===== src/design/wsyn_pkg.sv =====
// Constants, types and register map of the TCP SYN wake detector
//
// Overview of operation
// - IPv4 SYN check needs enable and suspend 0/1/3
// - IPv4 frames to own, multicast or broadcast
// - IPv4 protocol field must indicate TCP
// - IPv4 wake needs SYN, addresses, ports matching
// - IPv4 wake sets status, resumes, remote wakeup
// - IPv4 needs good header, TCP checksums, FCS
// - IPv6 SYN check needs enable and suspend 0/1/3
// - IPv6 frames to own, multicast or broadcast
// - TCP found in base or extension header
// - IPv6 wake needs SYN, addresses, ports matching
// - IPv6 wake sets status, resumes, remote wakeup
// - IPv6 needs good TCP checksum and FCS
// - Zero match register forces its comparison true
// - All satisfied wake conditions set their status
// - Store wake frame and later frames in FIFO
// - Standby wakes on frames, link, GPIO, SYN
package wsyn_pkg;

  // ****************************************
  // Register byte addresses
  // ****************************************
  localparam logic [7:0] ADDR_POWER_MGMT_CONTROL = 8'h00;
  localparam logic [7:0] ADDR_WAKE_CTRL_STATUS_ONE = 8'h04;
  localparam logic [7:0] ADDR_WAKE_CTRL_STATUS_TWO = 8'h08;
  localparam logic [7:0] ADDR_STATION_LOW = 8'h0C;
  localparam logic [7:0] ADDR_STATION_HIGH = 8'h10;
  localparam logic [7:0] ADDR_V4_SOURCE_MATCH = 8'h14;
  localparam logic [7:0] ADDR_V4_DEST_MATCH = 8'h18;
  localparam logic [7:0] ADDR_V4_PORT_MATCH = 8'h1C;
  localparam logic [7:0] ADDR_V6_SOURCE_MATCH = 8'h20;
  localparam logic [7:0] ADDR_V6_DEST_MATCH = 8'h30;
  localparam logic [7:0] ADDR_V6_PORT_MATCH = 8'h40;
  localparam logic [7:0] ADDR_WORD_STEP = 8'h04;
  localparam int V6_WORDS = 4;

  // ****************************************
  // Field layout
  // ****************************************
  localparam int PMC_SELECT_LSB = 0;
  localparam int PMC_SUSPEND_BIT = 2;
  localparam logic [1:0] SLEEP_STATE_TWO = 2'h2;
  localparam int W1_BCAST = 0;
  localparam int W1_PERFECT_DA = 1;
  localparam int W1_STORE_WAKE = 2;
  localparam int W1_EXT_LSB = 3;
  localparam int EXT_EVENTS = 5;
  localparam int W1_WIDTH = 8;
  localparam int W1_STS_LSB = 8;
  localparam int W2_V4 = 0;
  localparam int W2_V6 = 1;
  localparam int W2_WIDTH = 2;
  localparam int W2_STS_LSB = 8;

  // ****************************************
  // Frame layout
  // ****************************************
  localparam logic [13:0] OFS_ETYPE_HI = 14'h000C;
  localparam logic [13:0] OFS_ETYPE_LO = 14'h000D;
  localparam logic [13:0] OFS_IP = 14'h000E;
  localparam logic [13:0] OFS_DA_END = 14'h0006;
  localparam logic [13:0] OFS_V4_PROTO = 14'h0017;
  localparam logic [13:0] OFS_V4_SRC = 14'h001A;
  localparam logic [13:0] OFS_V4_DST = 14'h001E;
  localparam logic [13:0] OFS_V6_NH = 14'h0014;
  localparam logic [13:0] OFS_V6_SRC = 14'h0016;
  localparam logic [13:0] OFS_V6_DST = 14'h0026;
  localparam logic [13:0] OFS_V6_L4 = 14'h0036;
  localparam logic [13:0] LEN_V4_ADDR = 14'h0004;
  localparam logic [13:0] LEN_V6_ADDR = 14'h0010;
  localparam logic [13:0] LEN_PORTS = 14'h0004;
  localparam logic [13:0] OFS_TCP_FLAGS = 14'h000D;
  localparam logic [13:0] EXT_UNIT = 14'h0008;
  localparam int TCP_SYN_BIT = 1;
  localparam logic [15:0] ETYPE_V4 = 16'h0800;
  localparam logic [15:0] ETYPE_V6 = 16'h86DD;
  localparam logic [3:0] IP_VER_4 = 4'h4;
  localparam logic [3:0] IP_VER_6 = 4'h6;
  localparam logic [3:0] V4_MIN_IHL = 4'h5;
  localparam logic [7:0] PROTO_TCP = 8'h06;
  localparam logic [7:0] NH_HOP_BY_HOP = 8'h00;
  localparam logic [7:0] NH_ROUTING = 8'h2B;
  localparam logic [7:0] NH_DEST_OPTS = 8'h3C;
  localparam int DA_MCAST_BIT = 40;

  typedef enum logic {WSYN_NORMAL, WSYN_SUSPEND} wsyn_power_type;

endpackage


===== src/design/wsyn_rx_if.sv =====
// Receive byte stream shared between the detector and its field grabbers
`timescale 1ns/1ps
`default_nettype none
interface wsyn_rx_if;
  logic valid;
  logic [7:0] data;
  logic sof;
  logic eof;
  modport source (output valid, output data, output sof, output eof);
  modport sink (input valid, input data, input sof, input eof);
endinterface
`default_nettype wire


===== src/design/wsyn_detector.sv =====
// TCP SYN wake detector: APB registers, frame parser and wake control
//
// Our own choices: register access over APB and the placing of the registers.
`timescale 1ns/1ps
`default_nettype none
module wsyn_detector (
  // Clock and reset
  input wire logic clock_in,
  input wire logic rst_n_in,
  // APB slave
  input wire logic psel_in,
  input wire logic penable_in,
  input wire logic pwrite_in,
  input wire logic [7:0] paddr_in,
  input wire logic [31:0] pwdata_in,
  output logic [31:0] prdata_out,
  output logic pready_out,
  output logic pslverr_out,
  // MAC receive stream, checks valid with eof
  input wire logic rx_valid_in,
  input wire logic [7:0] rx_data_in,
  input wire logic rx_sof_in,
  input wire logic rx_eof_in,
  input wire logic rx_fcs_ok_in,
  input wire logic rx_ip_csum_ok_in,
  input wire logic rx_tcp_csum_ok_in,
  // Other wake sources
  input wire logic [4:0] wake_event_in,
  // Receive FIFO write side
  output logic fifo_valid_out,
  output logic [7:0] fifo_data_out,
  output logic fifo_last_out,
  output logic fifo_keep_out,
  // Power
  output logic remote_wakeup_out,
  output logic suspended_out
);

  // ****************************************
  // State
  // ****************************************
  typedef struct packed {
    wsyn_pkg::wsyn_power_type power;
    logic [1:0] sleep_select;
    logic [7:0] en_one;
    logic [7:0] sts_one;
    logic [1:0] en_two;
    logic [1:0] sts_two;
    logic [47:0] station;
    logic [31:0] v4_source_match;
    logic [31:0] v4_dest_match;
    logic [31:0] v4_port_match;
    logic [127:0] v6_source_match;
    logic [127:0] v6_dest_match;
    logic [31:0] v6_port_match;
    logic pready;
    logic pslverr;
    logic [31:0] prdata;
    logic [13:0] cnt;
    logic [15:0] etype;
    logic ip_ok;
    logic [13:0] l4_start;
    logic [7:0] nh;
    logic ext_pending;
    logic syn;
    logic started_normal;
    logic remote_wakeup;
    logic fifo_valid;
    logic [7:0] fifo_data;
    logic fifo_last;
    logic fifo_keep;
  } wsyn_state_type;

  wsyn_state_type s;
  wsyn_state_type next_s;
  logic [1:0] rst_pipe;
  logic rst_n;

  // Reset is released through two flops, asserted at once
  always_ff @(posedge clock_in or negedge rst_n_in) begin
    if (!rst_n_in) begin
      rst_pipe <= 2'h0;
    end else begin
      rst_pipe <= {rst_pipe[0], 1'b1};
    end
  end
  assign rst_n = rst_pipe[1];

  // ****************************************
  // Field collection
  // ****************************************
  wsyn_rx_if rx_bus ();
  assign rx_bus.valid = rx_valid_in;
  assign rx_bus.data = rx_data_in;
  assign rx_bus.sof = rx_sof_in;
  assign rx_bus.eof = rx_eof_in;

  logic [13:0] idx;
  logic is_v4;
  logic is_v6;
  logic take_da;
  logic take_src;
  logic take_dst;
  logic take_ports;
  logic l4_ready;
  logic [47:0] da_field;
  logic [127:0] src_field;
  logic [127:0] dst_field;
  logic [31:0] port_field;

  assign idx = rx_sof_in ? 14'h0000 : s.cnt;
  assign is_v4 = s.etype == wsyn_pkg::ETYPE_V4;
  assign is_v6 = s.etype == wsyn_pkg::ETYPE_V6;
  // Ports and flags only count once the header chain has reached TCP
  assign l4_ready = s.ip_ok && (s.nh == wsyn_pkg::PROTO_TCP) && !s.ext_pending;
  assign take_da = idx < wsyn_pkg::OFS_DA_END;
  assign take_src = is_v4 ? (idx >= wsyn_pkg::OFS_V4_SRC && idx < wsyn_pkg::OFS_V4_SRC + wsyn_pkg::LEN_V4_ADDR)
                          : (idx >= wsyn_pkg::OFS_V6_SRC && idx < wsyn_pkg::OFS_V6_SRC + wsyn_pkg::LEN_V6_ADDR);
  assign take_dst = is_v4 ? (idx >= wsyn_pkg::OFS_V4_DST && idx < wsyn_pkg::OFS_V4_DST + wsyn_pkg::LEN_V4_ADDR)
                          : (idx >= wsyn_pkg::OFS_V6_DST && idx < wsyn_pkg::OFS_V6_DST + wsyn_pkg::LEN_V6_ADDR);
  assign take_ports = l4_ready && idx >= s.l4_start && idx < s.l4_start + wsyn_pkg::LEN_PORTS;

  wsyn_field_grab #(.BYTES(6)) grab_da (.clock_in(clock_in), .rst_n_in(rst_n), .rx(rx_bus.sink),
    .take_in(take_da), .field_out(da_field));
  wsyn_field_grab #(.BYTES(16)) grab_src (.clock_in(clock_in), .rst_n_in(rst_n), .rx(rx_bus.sink),
    .take_in(take_src), .field_out(src_field));
  wsyn_field_grab #(.BYTES(16)) grab_dst (.clock_in(clock_in), .rst_n_in(rst_n), .rx(rx_bus.sink),
    .take_in(take_dst), .field_out(dst_field));
  wsyn_field_grab #(.BYTES(4)) grab_ports (.clock_in(clock_in), .rst_n_in(rst_n), .rx(rx_bus.sink),
    .take_in(take_ports), .field_out(port_field));

  // ****************************************
  // Match comparisons
  // ****************************************
  logic [5:0] hit;
  wsyn_field_cmp #(.WIDTH(32)) cmp_v4_src (.match_in(s.v4_source_match), .value_in(src_field[31:0]),
    .hit_out(hit[0]));
  wsyn_field_cmp #(.WIDTH(32)) cmp_v4_dst (.match_in(s.v4_dest_match), .value_in(dst_field[31:0]),
    .hit_out(hit[1]));
  wsyn_field_cmp #(.WIDTH(32)) cmp_v4_ports (.match_in(s.v4_port_match), .value_in(port_field),
    .hit_out(hit[2]));
  wsyn_field_cmp #(.WIDTH(128)) cmp_v6_src (.match_in(s.v6_source_match), .value_in(src_field),
    .hit_out(hit[3]));
  wsyn_field_cmp #(.WIDTH(128)) cmp_v6_dst (.match_in(s.v6_dest_match), .value_in(dst_field),
    .hit_out(hit[4]));
  wsyn_field_cmp #(.WIDTH(32)) cmp_v6_ports (.match_in(s.v6_port_match), .value_in(port_field),
    .hit_out(hit[5]));

  // ****************************************
  // Wake decision
  // ****************************************
  logic frame_end;
  logic sleep_ok;
  logic addr_ok;
  logic tcp_ok;
  logic v4_wake;
  logic v6_wake;
  logic bcast_wake;
  logic pfda_wake;
  logic [4:0] ext_wake;
  logic any_wake;
  logic [7:0] set_one;
  logic [1:0] set_two;

  assign frame_end = rx_valid_in && rx_eof_in;
  // Sleep state two has no SYN detection
  assign sleep_ok = (s.power == wsyn_pkg::WSYN_SUSPEND) && (s.sleep_select != wsyn_pkg::SLEEP_STATE_TWO);
  // Multicast bit also covers broadcast
  assign addr_ok = (da_field == s.station) || da_field[wsyn_pkg::DA_MCAST_BIT];
  assign tcp_ok = frame_end && s.syn && rx_fcs_ok_in && rx_tcp_csum_ok_in;
  assign v4_wake = s.en_two[wsyn_pkg::W2_V4] && sleep_ok && tcp_ok && addr_ok && is_v4 && l4_ready &&
                   rx_ip_csum_ok_in && (&hit[2:0]);
  assign v6_wake = s.en_two[wsyn_pkg::W2_V6] && sleep_ok && tcp_ok && addr_ok && is_v6 && l4_ready &&
                   (&hit[5:3]);
  assign bcast_wake = s.en_one[wsyn_pkg::W1_BCAST] && sleep_ok && frame_end && rx_fcs_ok_in && (&da_field);
  assign pfda_wake = s.en_one[wsyn_pkg::W1_PERFECT_DA] && sleep_ok && frame_end && rx_fcs_ok_in &&
                     (da_field == s.station);
  assign ext_wake = s.en_one[wsyn_pkg::W1_EXT_LSB +: wsyn_pkg::EXT_EVENTS] & wake_event_in &
                    {wsyn_pkg::EXT_EVENTS{sleep_ok}};
  assign set_one = {ext_wake, 1'b0, pfda_wake, bcast_wake};
  assign set_two = {v6_wake, v4_wake};
  assign any_wake = (|set_one) || (|set_two);

  // ****************************************
  // APB decode
  // ****************************************
  logic access;
  logic wr;
  logic [31:0] rd_word;
  logic rd_hit;

  assign access = psel_in && penable_in;
  assign wr = access && s.pready && pwrite_in;

  always_comb begin
    rd_word = 32'h0000_0000;
    rd_hit = 1'b1;
    case (paddr_in)
      wsyn_pkg::ADDR_POWER_MGMT_CONTROL: begin
        rd_word[wsyn_pkg::PMC_SELECT_LSB +: 2] = s.sleep_select;
        rd_word[wsyn_pkg::PMC_SUSPEND_BIT] = s.power == wsyn_pkg::WSYN_SUSPEND;
      end
      wsyn_pkg::ADDR_WAKE_CTRL_STATUS_ONE: begin
        rd_word[wsyn_pkg::W1_WIDTH-1:0] = s.en_one;
        rd_word[wsyn_pkg::W1_STS_LSB +: wsyn_pkg::W1_WIDTH] = s.sts_one;
      end
      wsyn_pkg::ADDR_WAKE_CTRL_STATUS_TWO: begin
        rd_word[wsyn_pkg::W2_WIDTH-1:0] = s.en_two;
        rd_word[wsyn_pkg::W2_STS_LSB +: wsyn_pkg::W2_WIDTH] = s.sts_two;
      end
      wsyn_pkg::ADDR_STATION_LOW: rd_word = s.station[31:0];
      wsyn_pkg::ADDR_STATION_HIGH: rd_word[15:0] = s.station[47:32];
      wsyn_pkg::ADDR_V4_SOURCE_MATCH: rd_word = s.v4_source_match;
      wsyn_pkg::ADDR_V4_DEST_MATCH: rd_word = s.v4_dest_match;
      wsyn_pkg::ADDR_V4_PORT_MATCH: rd_word = s.v4_port_match;
      wsyn_pkg::ADDR_V6_PORT_MATCH: rd_word = s.v6_port_match;
      default: begin
        rd_hit = 1'b0;
        for (int i = 0; i < wsyn_pkg::V6_WORDS; i++) begin
          if (paddr_in == wsyn_pkg::ADDR_V6_SOURCE_MATCH + 8'(i) * wsyn_pkg::ADDR_WORD_STEP) begin
            rd_word = s.v6_source_match[32*i +: 32];
            rd_hit = 1'b1;
          end
          if (paddr_in == wsyn_pkg::ADDR_V6_DEST_MATCH + 8'(i) * wsyn_pkg::ADDR_WORD_STEP) begin
            rd_word = s.v6_dest_match[32*i +: 32];
            rd_hit = 1'b1;
          end
        end
      end
    endcase
  end

  function automatic logic is_ext_header(input logic [7:0] code);
    is_ext_header = (code == wsyn_pkg::NH_HOP_BY_HOP) || (code == wsyn_pkg::NH_ROUTING) ||
                    (code == wsyn_pkg::NH_DEST_OPTS);
  endfunction

  // ****************************************
  // Next state
  // ****************************************
  always_comb begin
    next_s = s;
    // One wait state: data and error are ready with pready
    next_s.pready = access && !s.pready;
    next_s.prdata = rd_word;
    next_s.pslverr = !rd_hit;
    if (wr) begin
      case (paddr_in)
        wsyn_pkg::ADDR_POWER_MGMT_CONTROL: begin
          next_s.sleep_select = pwdata_in[wsyn_pkg::PMC_SELECT_LSB +: 2];
          if (pwdata_in[wsyn_pkg::PMC_SUSPEND_BIT]) begin
            next_s.power = wsyn_pkg::WSYN_SUSPEND;
          end
        end
        wsyn_pkg::ADDR_WAKE_CTRL_STATUS_ONE: begin
          next_s.en_one = pwdata_in[wsyn_pkg::W1_WIDTH-1:0];
          next_s.sts_one = s.sts_one & ~pwdata_in[wsyn_pkg::W1_STS_LSB +: wsyn_pkg::W1_WIDTH];
        end
        wsyn_pkg::ADDR_WAKE_CTRL_STATUS_TWO: begin
          next_s.en_two = pwdata_in[wsyn_pkg::W2_WIDTH-1:0];
          next_s.sts_two = s.sts_two & ~pwdata_in[wsyn_pkg::W2_STS_LSB +: wsyn_pkg::W2_WIDTH];
        end
        wsyn_pkg::ADDR_STATION_LOW: next_s.station[31:0] = pwdata_in;
        wsyn_pkg::ADDR_STATION_HIGH: next_s.station[47:32] = pwdata_in[15:0];
        wsyn_pkg::ADDR_V4_SOURCE_MATCH: next_s.v4_source_match = pwdata_in;
        wsyn_pkg::ADDR_V4_DEST_MATCH: next_s.v4_dest_match = pwdata_in;
        wsyn_pkg::ADDR_V4_PORT_MATCH: next_s.v4_port_match = pwdata_in;
        wsyn_pkg::ADDR_V6_PORT_MATCH: next_s.v6_port_match = pwdata_in;
        default: begin
          for (int i = 0; i < wsyn_pkg::V6_WORDS; i++) begin
            if (paddr_in == wsyn_pkg::ADDR_V6_SOURCE_MATCH + 8'(i) * wsyn_pkg::ADDR_WORD_STEP) begin
              next_s.v6_source_match[32*i +: 32] = pwdata_in;
            end
            if (paddr_in == wsyn_pkg::ADDR_V6_DEST_MATCH + 8'(i) * wsyn_pkg::ADDR_WORD_STEP) begin
              next_s.v6_dest_match[32*i +: 32] = pwdata_in;
            end
          end
        end
      endcase
    end
    // A wake in the clearing cycle keeps its status bit
    next_s.sts_one = next_s.sts_one | set_one;
    next_s.sts_two = next_s.sts_two | set_two;
    next_s.remote_wakeup = any_wake;
    if (any_wake) begin
      next_s.power = wsyn_pkg::WSYN_NORMAL;
    end

    // Parser
    if (rx_valid_in) begin
      if (idx != 14'h3FFF) begin
        next_s.cnt = idx + 14'h0001;
      end
      if (rx_sof_in) begin
        next_s.ip_ok = 1'b0;
        next_s.nh = 8'hFF;
        next_s.ext_pending = 1'b0;
        next_s.syn = 1'b0;
        next_s.l4_start = 14'h3FFF;
        next_s.started_normal = s.power == wsyn_pkg::WSYN_NORMAL;
      end
      if (idx == wsyn_pkg::OFS_ETYPE_HI || idx == wsyn_pkg::OFS_ETYPE_LO) begin
        next_s.etype = {s.etype[7:0], rx_data_in};
      end
      if (idx == wsyn_pkg::OFS_IP) begin
        if (is_v4) begin
          next_s.ip_ok = rx_data_in[7:4] == wsyn_pkg::IP_VER_4 && rx_data_in[3:0] >= wsyn_pkg::V4_MIN_IHL;
          next_s.l4_start = wsyn_pkg::OFS_IP + {8'h00, rx_data_in[3:0], 2'b00};
        end else begin
          next_s.ip_ok = is_v6 && rx_data_in[7:4] == wsyn_pkg::IP_VER_6;
          next_s.l4_start = wsyn_pkg::OFS_V6_L4;
        end
      end
      if ((is_v4 && idx == wsyn_pkg::OFS_V4_PROTO) || (is_v6 && idx == wsyn_pkg::OFS_V6_NH)) begin
        next_s.nh = rx_data_in;
      end
      // Walk the IPv6 extension chain, eight bytes per length unit
      if (is_v6 && !s.ext_pending && idx == s.l4_start && is_ext_header(s.nh)) begin
        next_s.nh = rx_data_in;
        next_s.ext_pending = 1'b1;
      end
      if (s.ext_pending && idx == s.l4_start + 14'h0001) begin
        next_s.l4_start = s.l4_start + {3'b000, rx_data_in, 3'b000} + wsyn_pkg::EXT_UNIT;
        next_s.ext_pending = 1'b0;
      end
      if (l4_ready && idx == s.l4_start + wsyn_pkg::OFS_TCP_FLAGS) begin
        next_s.syn = rx_data_in[wsyn_pkg::TCP_SYN_BIT];
      end
    end

    // Suspended frames go to the FIFO only when storing is on; FIFO drops those left unkept
    next_s.fifo_valid = rx_valid_in &&
                        ((rx_sof_in ? (s.power == wsyn_pkg::WSYN_NORMAL) : s.started_normal) ||
                         s.en_one[wsyn_pkg::W1_STORE_WAKE]);
    next_s.fifo_data = rx_data_in;
    next_s.fifo_last = frame_end;
    next_s.fifo_keep = frame_end && ((rx_sof_in ? (s.power == wsyn_pkg::WSYN_NORMAL) : s.started_normal) ||
                                     any_wake);
  end

  always_ff @(posedge clock_in or negedge rst_n) begin
    if (!rst_n) begin
      s <= '0;
    end else begin
      s <= next_s;
    end
  end

  // ****************************************
  // Outputs
  // ****************************************
  assign prdata_out = s.prdata;
  assign pready_out = s.pready;
  assign pslverr_out = s.pslverr;
  assign fifo_valid_out = s.fifo_valid;
  assign fifo_data_out = s.fifo_data;
  assign fifo_last_out = s.fifo_last;
  assign fifo_keep_out = s.fifo_keep;
  assign remote_wakeup_out = s.remote_wakeup;
  assign suspended_out = s.power == wsyn_pkg::WSYN_SUSPEND;

endmodule
`default_nettype wire


===== src/design/wsyn_field_cmp.sv =====
// Match register comparator with zero-forces-match behaviour
`timescale 1ns/1ps
`default_nettype none
module wsyn_field_cmp #(
  parameter int WIDTH = 32
) (
  // Programmed value and packet field
  input wire logic [WIDTH-1:0] match_in,
  input wire logic [WIDTH-1:0] value_in,
  // Result
  output logic hit_out
);
  // Zero can never be a useful address or port pair, so it means don't care
  assign hit_out = (match_in == '0) || (match_in == value_in);
endmodule
`default_nettype wire


===== src/design/wsyn_field_grab.sv =====
// Shift register that collects a packet field while its window is open
`timescale 1ns/1ps
`default_nettype none
module wsyn_field_grab #(
  parameter int BYTES = 4
) (
  // Clock and reset
  input wire logic clock_in,
  input wire logic rst_n_in,
  // Byte stream and window
  wsyn_rx_if.sink rx,
  input wire logic take_in,
  // Collected field, first byte most significant
  output logic [BYTES*8-1:0] field_out
);
  typedef struct packed {
    logic [BYTES*8-1:0] field;
  } wsyn_grab_type;

  wsyn_grab_type s;
  wsyn_grab_type next_s;

  always_comb begin
    next_s = s;
    if (rx.valid && take_in) begin
      next_s.field = {s.field[BYTES*8-9:0], rx.data};
    end
  end

  always_ff @(posedge clock_in or negedge rst_n_in) begin
    if (!rst_n_in) begin
      s <= '0;
    end else begin
      s <= next_s;
    end
  end

  assign field_out = s.field;
endmodule
`default_nettype wire


===== config.mk =====
export PLATFORM = sky130hd
export DESIGN_NAME = wsyn_detector
export DESIGN_NICKNAME = d
export VERILOG_FILES = /design/src/design/wsyn_pkg.sv /design/src/design/wsyn_rx_if.sv /design/src/design/wsyn_detector.sv /design/src/design/wsyn_field_cmp.sv /design/src/design/wsyn_field_grab.sv
export SDC_FILE = /design/constraint.sdc
export NUM_CORES = 2
export LEC_CHECK = 0
export ABC_CLOCK_PERIOD_IN_PS = 60500
export BUFFER_PORTS_ARGS = -buffer_cell sky130_fd_sc_hd__buf_2
export CAP_MARGIN = 20
export CORE_MARGIN = 3
export CORE_UTILIZATION = 60
export DETAILED_ROUTE_END_ITERATION = 6
export PLACE_DENSITY = 0.77
export SYNTH_ARGS = -nofsm -noshare
export SYNTH_HDL_FRONTEND = slang
export SYNTH_SLANG_ARGS = --single-unit

===== constraint.sdc =====
create_clock -name clock_in -period 60.5 [get_ports clock_in]
set_input_delay 9.075 -clock clock_in [delete_from_list [all_inputs] [get_ports clock_in]]
set_output_delay 9.075 -clock clock_in [all_outputs]
set_load 0.03 [all_outputs]

After elaboration in Yosys (flattened, before gate mapping). Cells that the tools add are included.

Bits in registers: 895. Output and inout port bits: 47. Word-level logic and storage cells: 286.

$add $sub $neg: 7. Magnitude comparators: 12. Equality and inequality tests: 40. Multiplexer cells: 56. Bitwise logic cells: 10. Reduce and logical (&&, ||, !) cells: 120.

Operator list (count): $mux 32 (21); $mux 455 (1); $eq 128x128->1 (2); $logic_not 128->1 (2); $mux 256 (1); $eq 32x32->1 (4); $logic_not 32->1 (4); $pmux 16 s6 (1); $eq 8x6->1 const B (10); $logic_and 1x1->1 (53); $eq 48x48->1 (1); $pmux 6 s8 (1); $reduce_and 48->1 (1); $eq 14x14->1 (3); $eq 14x4->1 const B (3); $ge 14x5->1 const B (3); $lt 14x6->1 const B (3); $pmux 5 s8 (1); $pmux 2 s9 (2); $reduce_and 2->1 (17); $reduce_and 3->1 (11); $eq 8x5->1 const B (4); $mux 16 (2); $mux 15 (2); 45 further kinds (92).

Logic depth before layout (Yosys ltp).
Word-level depth: 14. Depth in mapped cells: 14. Depth with buffers taken out: 13.

Cells and area by module. From an unflattened synthesis, not the netlist that was laid out.

Cells, all modules: 3627. Area total of the unflattened synthesis: 45994.1 µm².

By module, submodules not included: wsyn_detector (instances 1, cells an instance 2275, area an instance 27079.7 µm²); wsyn_field_grab (grab_dst ...) (instances 2, cells an instance 271, area an instance 5355.1 µm²); wsyn_field_cmp (cmp_v6_dst ...) (instances 2, cells an instance 214, area an instance 1661.6 µm²); wsyn_field_grab (grab_da) (instances 1, cells an instance 102, area an instance 1864.3 µm²); wsyn_field_cmp (cmp_v4_dst ...) (instances 4, cells an instance 53, area an instance 417.9 µm²); wsyn_field_grab (grab_ports) (instances 1, cells an instance 68, area an instance 1345.0 µm²).

Worst setup path after synthesis. No wires, ideal clock.

Kind: input-to-reg. From: input port rx_sof_in. To: register grab_ports.s (netlist bit grab_ports.field_out[1]). Library setup time: 0.125 ns. Arrival: 11.505 ns. Data required time: 60.375 ns. Slack: 48.870 ns. Cell stages on the path: 12. Buffers on the path: 2. Cell sequence: buf_6 > nand2b_1 > clkinv_1 > ha_1 > a21boi_0 > o21a_1 > o21a_1 > o21a_1 > o31ai_1 > a211oi_1 > buf_2 > mux2_2.

Word-level cells in the longest chain between the ends: 5. Elaborated cells on any way between the ends: 6. Classes of those cells: 2 x order compare; 1 x mux; 3 x reduce/logical.

Ends and longest elaborated chain: from (decl) (line wsyn_detector.sv:22) `input wire logic rx_sof_in,`; $mux 14 (*) (line wsyn_detector.sv:111) `assign idx = rx_sof_in ? 14'h0000 : s.cnt;`; $ge 14x14->1 (line wsyn_detector.sv:121) `assign take_ports = l4_ready && idx >= s.l4_start && idx < s.l4_start + wsyn_pkg::LEN_PORTS;`; $logic_and 1x1->1 (line wsyn_detector.sv:121); $logic_and 1x1->1 (*) (line wsyn_detector.sv:121); $logic_and 1x1->1 (*) (line wsyn_field_grab.sv:25) `if (rx.valid && take_in) begin`; to (signal assigned) (line wsyn_field_grab.sv:34) `s <= next_s;`; to (decl) (line wsyn_field_grab.sv:20) `wsyn_grab_type s;`.

Mark *: on every way between the ends. The rest lies on a longest branch, timed or not. A chain may end at the register's enable or synchronous reset.

Worst setup path after layout.
From: input port rx_sof_in. To: register grab_dst.s (netlist bit grab_dst.field_out[72]).

Word-level cells in the longest chain between the ends: 5. Elaborated cells on any way between the ends: 9. Classes of those cells: 4 x order compare; 2 x mux; 3 x reduce/logical.

Ends and longest elaborated chain: $mux 14 (*) (line wsyn_detector.sv:111); $ge 14x6->1, or another cell as far along (line wsyn_detector.sv:120) `: (idx >= wsyn_pkg::OFS_V6_DST && idx < wsyn_pkg::OFS_V6_DST + wsyn_pkg::LEN_V6_ADDR);`; $logic_and 1x1->1, on equally long branches (line wsyn_detector.sv:120, wsyn_detector.sv:119); $mux 1 (*) (line wsyn_detector.sv:119) `assign take_dst = is_v4 ? (idx >= wsyn_pkg::OFS_V4_DST && idx < wsyn_pkg::OFS_V4_DST + wsyn_pkg::LEN_V4_ADDR)`; $logic_and 1x1->1 (*) (line wsyn_field_grab.sv:25); to (signal assigned) (line wsyn_field_grab.sv:34); to (decl) (line wsyn_field_grab.sv:20).

Marks and branches as above.

==> qor.yml <==
timing:
  finalClockSkew_ps: 26.5
  rsz0062_at_grt: "false"
  fin_crit_sh_pct: 20.6
  holdWs_ps: 354
  worst_pin_slew_ps: 1220
  timing.fmax_mhz: 80.1
  finalSetupViolCount: 0
  hold_viol: 0
  slew_viol_final: 0
  relSlewSlack_pct: 17.3
  post-route-min-period_ps: 12480
  finalSetupTns_ps: 0
pwr:
  p_leak_nw: 23.5
  powerDensity_nw_per_um2: 27.0
  pwr-share-clk_pct: 46.3
  p_comb_share_pct: 5.6
  peakVddDrop_v: 0.0000212
  swShare_pct: 24.0
  p_seq_share_pct: 48.0
  p_int_w: 0.000999
  p_switching_w: 0.000316
detailed_routing:
  ant_nets: 0
  vias: 33288
  wl_met1_mm: 62.6
  wl_met2_mm: 65.5
  wirelength_mm: 160
  drt_iter0_markers: 5303
  wl_per_cell_um: 34.2
  topRoutingLayerUsed: "met5"
  drc: 8
  drt-vias-per-instance: 7.10
  met3_length_mm: 22.0
  first_pass_iters: 7
synthesis:
  ys_async_sr_fraction_pct: 100
  synth-edff-count: 0
  synth-seq-cells: 895
  yosysTopAreaCell: "dfrtp_1"
  synth_cells: 3634
  ys_seq_area_share_pct: 50.4
  synth_common_cells: "895 x dfrtp_1, 748 x mux2_2, 336 x xnor2_1"
  yosys_warnings: 0
  synth_top_area_share_pct: 50.4
  synth_flop_cell: "dfrtp_1"
  synth_top_cells_by_area: "dfrtp_1 50%, mux2_2 19%, xnor2_1 6.6%"
  syn_area_um2: 44400
  ys_types: 82
  avgSynthCellArea_um2: 12.2
  syn-num-nets: 3751
  yosysMostFrequentCell: "dfrtp_1"
setup_path:
  ff2ff_path_depth: 7
  crit_top_cell: "buf_4"
  max_stage_delay_ps: 720
  worstSetupPathType: "input port to flip-flop"
  worstReg2RegEnd: "grab_src.field_out[82]"
  crit_end: "grab_dst.field_out[72]"
  crit_family: "buffers and inverters"
  critPathLaunch: "rx_sof_in"
  r2r_slack_ps: 56180
  cp_slowest_cell: "buf_4"
  crit_arrival_ps: 13020
  reg2reg_from: "s[40]"
  cp_max_fo: 75
  crit_buf_inv: 3
  path_depth: 9
  worstPathRequired_ps: 61040
  start_kind: "input port"
  path_cells: "buf_2 > nor2b_1 > or4_1 > nor2_2 > nand2_1 > nor2_4 > buf_4 > buf_4 > mux2_2"
  end_kind: "flip-flop"
cells_and_area:
  area_growth_pct: 9.60
  drive_gt1_share_pct: 29.5
  finalNetCount: 3771
  fin_cells: 4689
  utilization_pct: 66.5
outcome:
  violations: "DRC"
  status: "complete, but fails checks"
global_routing:
  grt_max_degree: 184
  antenna_found_initial: 12
  grt_pass1_vias: 32439
  gr-total-overflow: 0
  grt_pass1_wl_mm: 231
  grt.total_usage_pct: 41.2
cts:
  clockBufferDepth: 3
  cts_buffers: 94
  cts_max_level: 3
  clk_pin_slew_ps: 60
  cts-root-buf: "clkbuf_16"
  clkLatencyLatePin_ps: 670
  post_cts_buffers: 0
  cts_hold_buf: 0
  cts_sinks: 895
  cts_tree: "yes"
  ctsResizeCount: 0
floorplan:
  ios: 111
  die_y_um: 278
  initial_core_util_pct: 60.7
  num_rows: 99
  die_area_um2: 77400
  core_area_um2: 73200
  dieWidth_um: 278
flow_run:
  cap_violations: 0
placement:
  gp_congestion: 1.03
  dp_cells: 4514
  hpwl_mm: 116
  io_buffers: 110
min_path:
  min_path_type: "flip-flop to flip-flop"
## cells by family (layout without fill, tap and decap cells)
kind of cell | count (synthesis) | after routing | synth area share, %
buffers and inverters | 275 | 367 | 3.14
XOR/XNOR | 463 | 463 | 9.13
multiplexers | 780 | 780 | 19.7
other | 1 | 5 | 0.00844
adder cells (fa/ha/maj) | 53 | 53 | 1.51
AND/OR/NAND/NOR | 704 | 704 | 8.64
AO/OA/AOI/OAI | 463 | 463 | 7.45
flip-flops | 895 | 895 | 50.4
## worst min path at each step
stage                            from          end  slack, ps  cells after the start
after global routing      rst_pipe[0]  rst_pipe[1]        360                      0
after global placement    rst_pipe[0]  rst_pipe[1]        330                      0
after detailed placement  rst_pipe[0]  rst_pipe[1]        340                      0
final                     rst_pipe[0]  rst_pipe[1]        350                      0
after floorplan           rst_pipe[0]  rst_pipe[1]        330                      0
after CTS                 rst_pipe[0]  rst_pipe[1]        360                      0
## per-stage QoR
step	cell area (um2)	total power [W]	setup WS, ps
after global placement	45400	0.000712	47490
after floorplan	44400	0.000680	33710
final	48700	0.00132	48020
after CTS	48600	0.00132	48110
after detailed placement	45400	0.000713	47440
after global routing	48700	0.00135	47800
## power groups by stage
stage                     clock network (W)  registers, W   logic, W
after global placement                    0      0.000641  0.0000708
after floorplan                           0      0.000642  0.0000382
after detailed placement                  0      0.000641  0.0000721
after CTS                          0.000612      0.000630  0.0000724
final                              0.000609      0.000631  0.0000743
after global routing               0.000636      0.000632  0.0000789
## per-layer routing
metal	up-vias	global-route usage [%]
met5	-	0
met4	16	22.6
met3	541	14.3
met2	2400	56.7
met1	16895	57.3
li1	13436	-
## flip-flops by register name (all words and copies together), names as in the netlist
name,cells
s,510
grab_dst.field_out,128
grab_src.field_out,128
grab_da.field_out,48
grab_ports.field_out,32
prdata_out,32
fifo_data_out,8
rst_pipe,2
fifo_keep_out,1
fifo_last_out,1
fifo_valid_out,1
pready_out,1
pslverr_out,1
remote_wakeup_out,1
suspended_out,1
## layout by cell type (no fill, tap or decap), drive strengths merged, types with 63 or more instances in the layout
cell type / n
mux2: 766
xnor2: 336
nor2: 119
nor4: 162
xor2: 127
dfrtp: 895
clkbuf: 135
nand2: 131
nand4: 150
a22oi: 102
o21ai: 78
a21oi: 63
buf: 157
## layout make-up
class	count	area (um2)
Antenna cell	4	10.0
Clock buffer	135	2760
Clock inverter	33	475
Fill cell	5531	24500
Inverter	42	158
Multi-Input combinational cell	2464	20700
Sequential cell	895	22400
Tap cell	959	1200
Timing Repair Buffer	157	952
No activity file was read; power rests on OpenSTA's default activity.
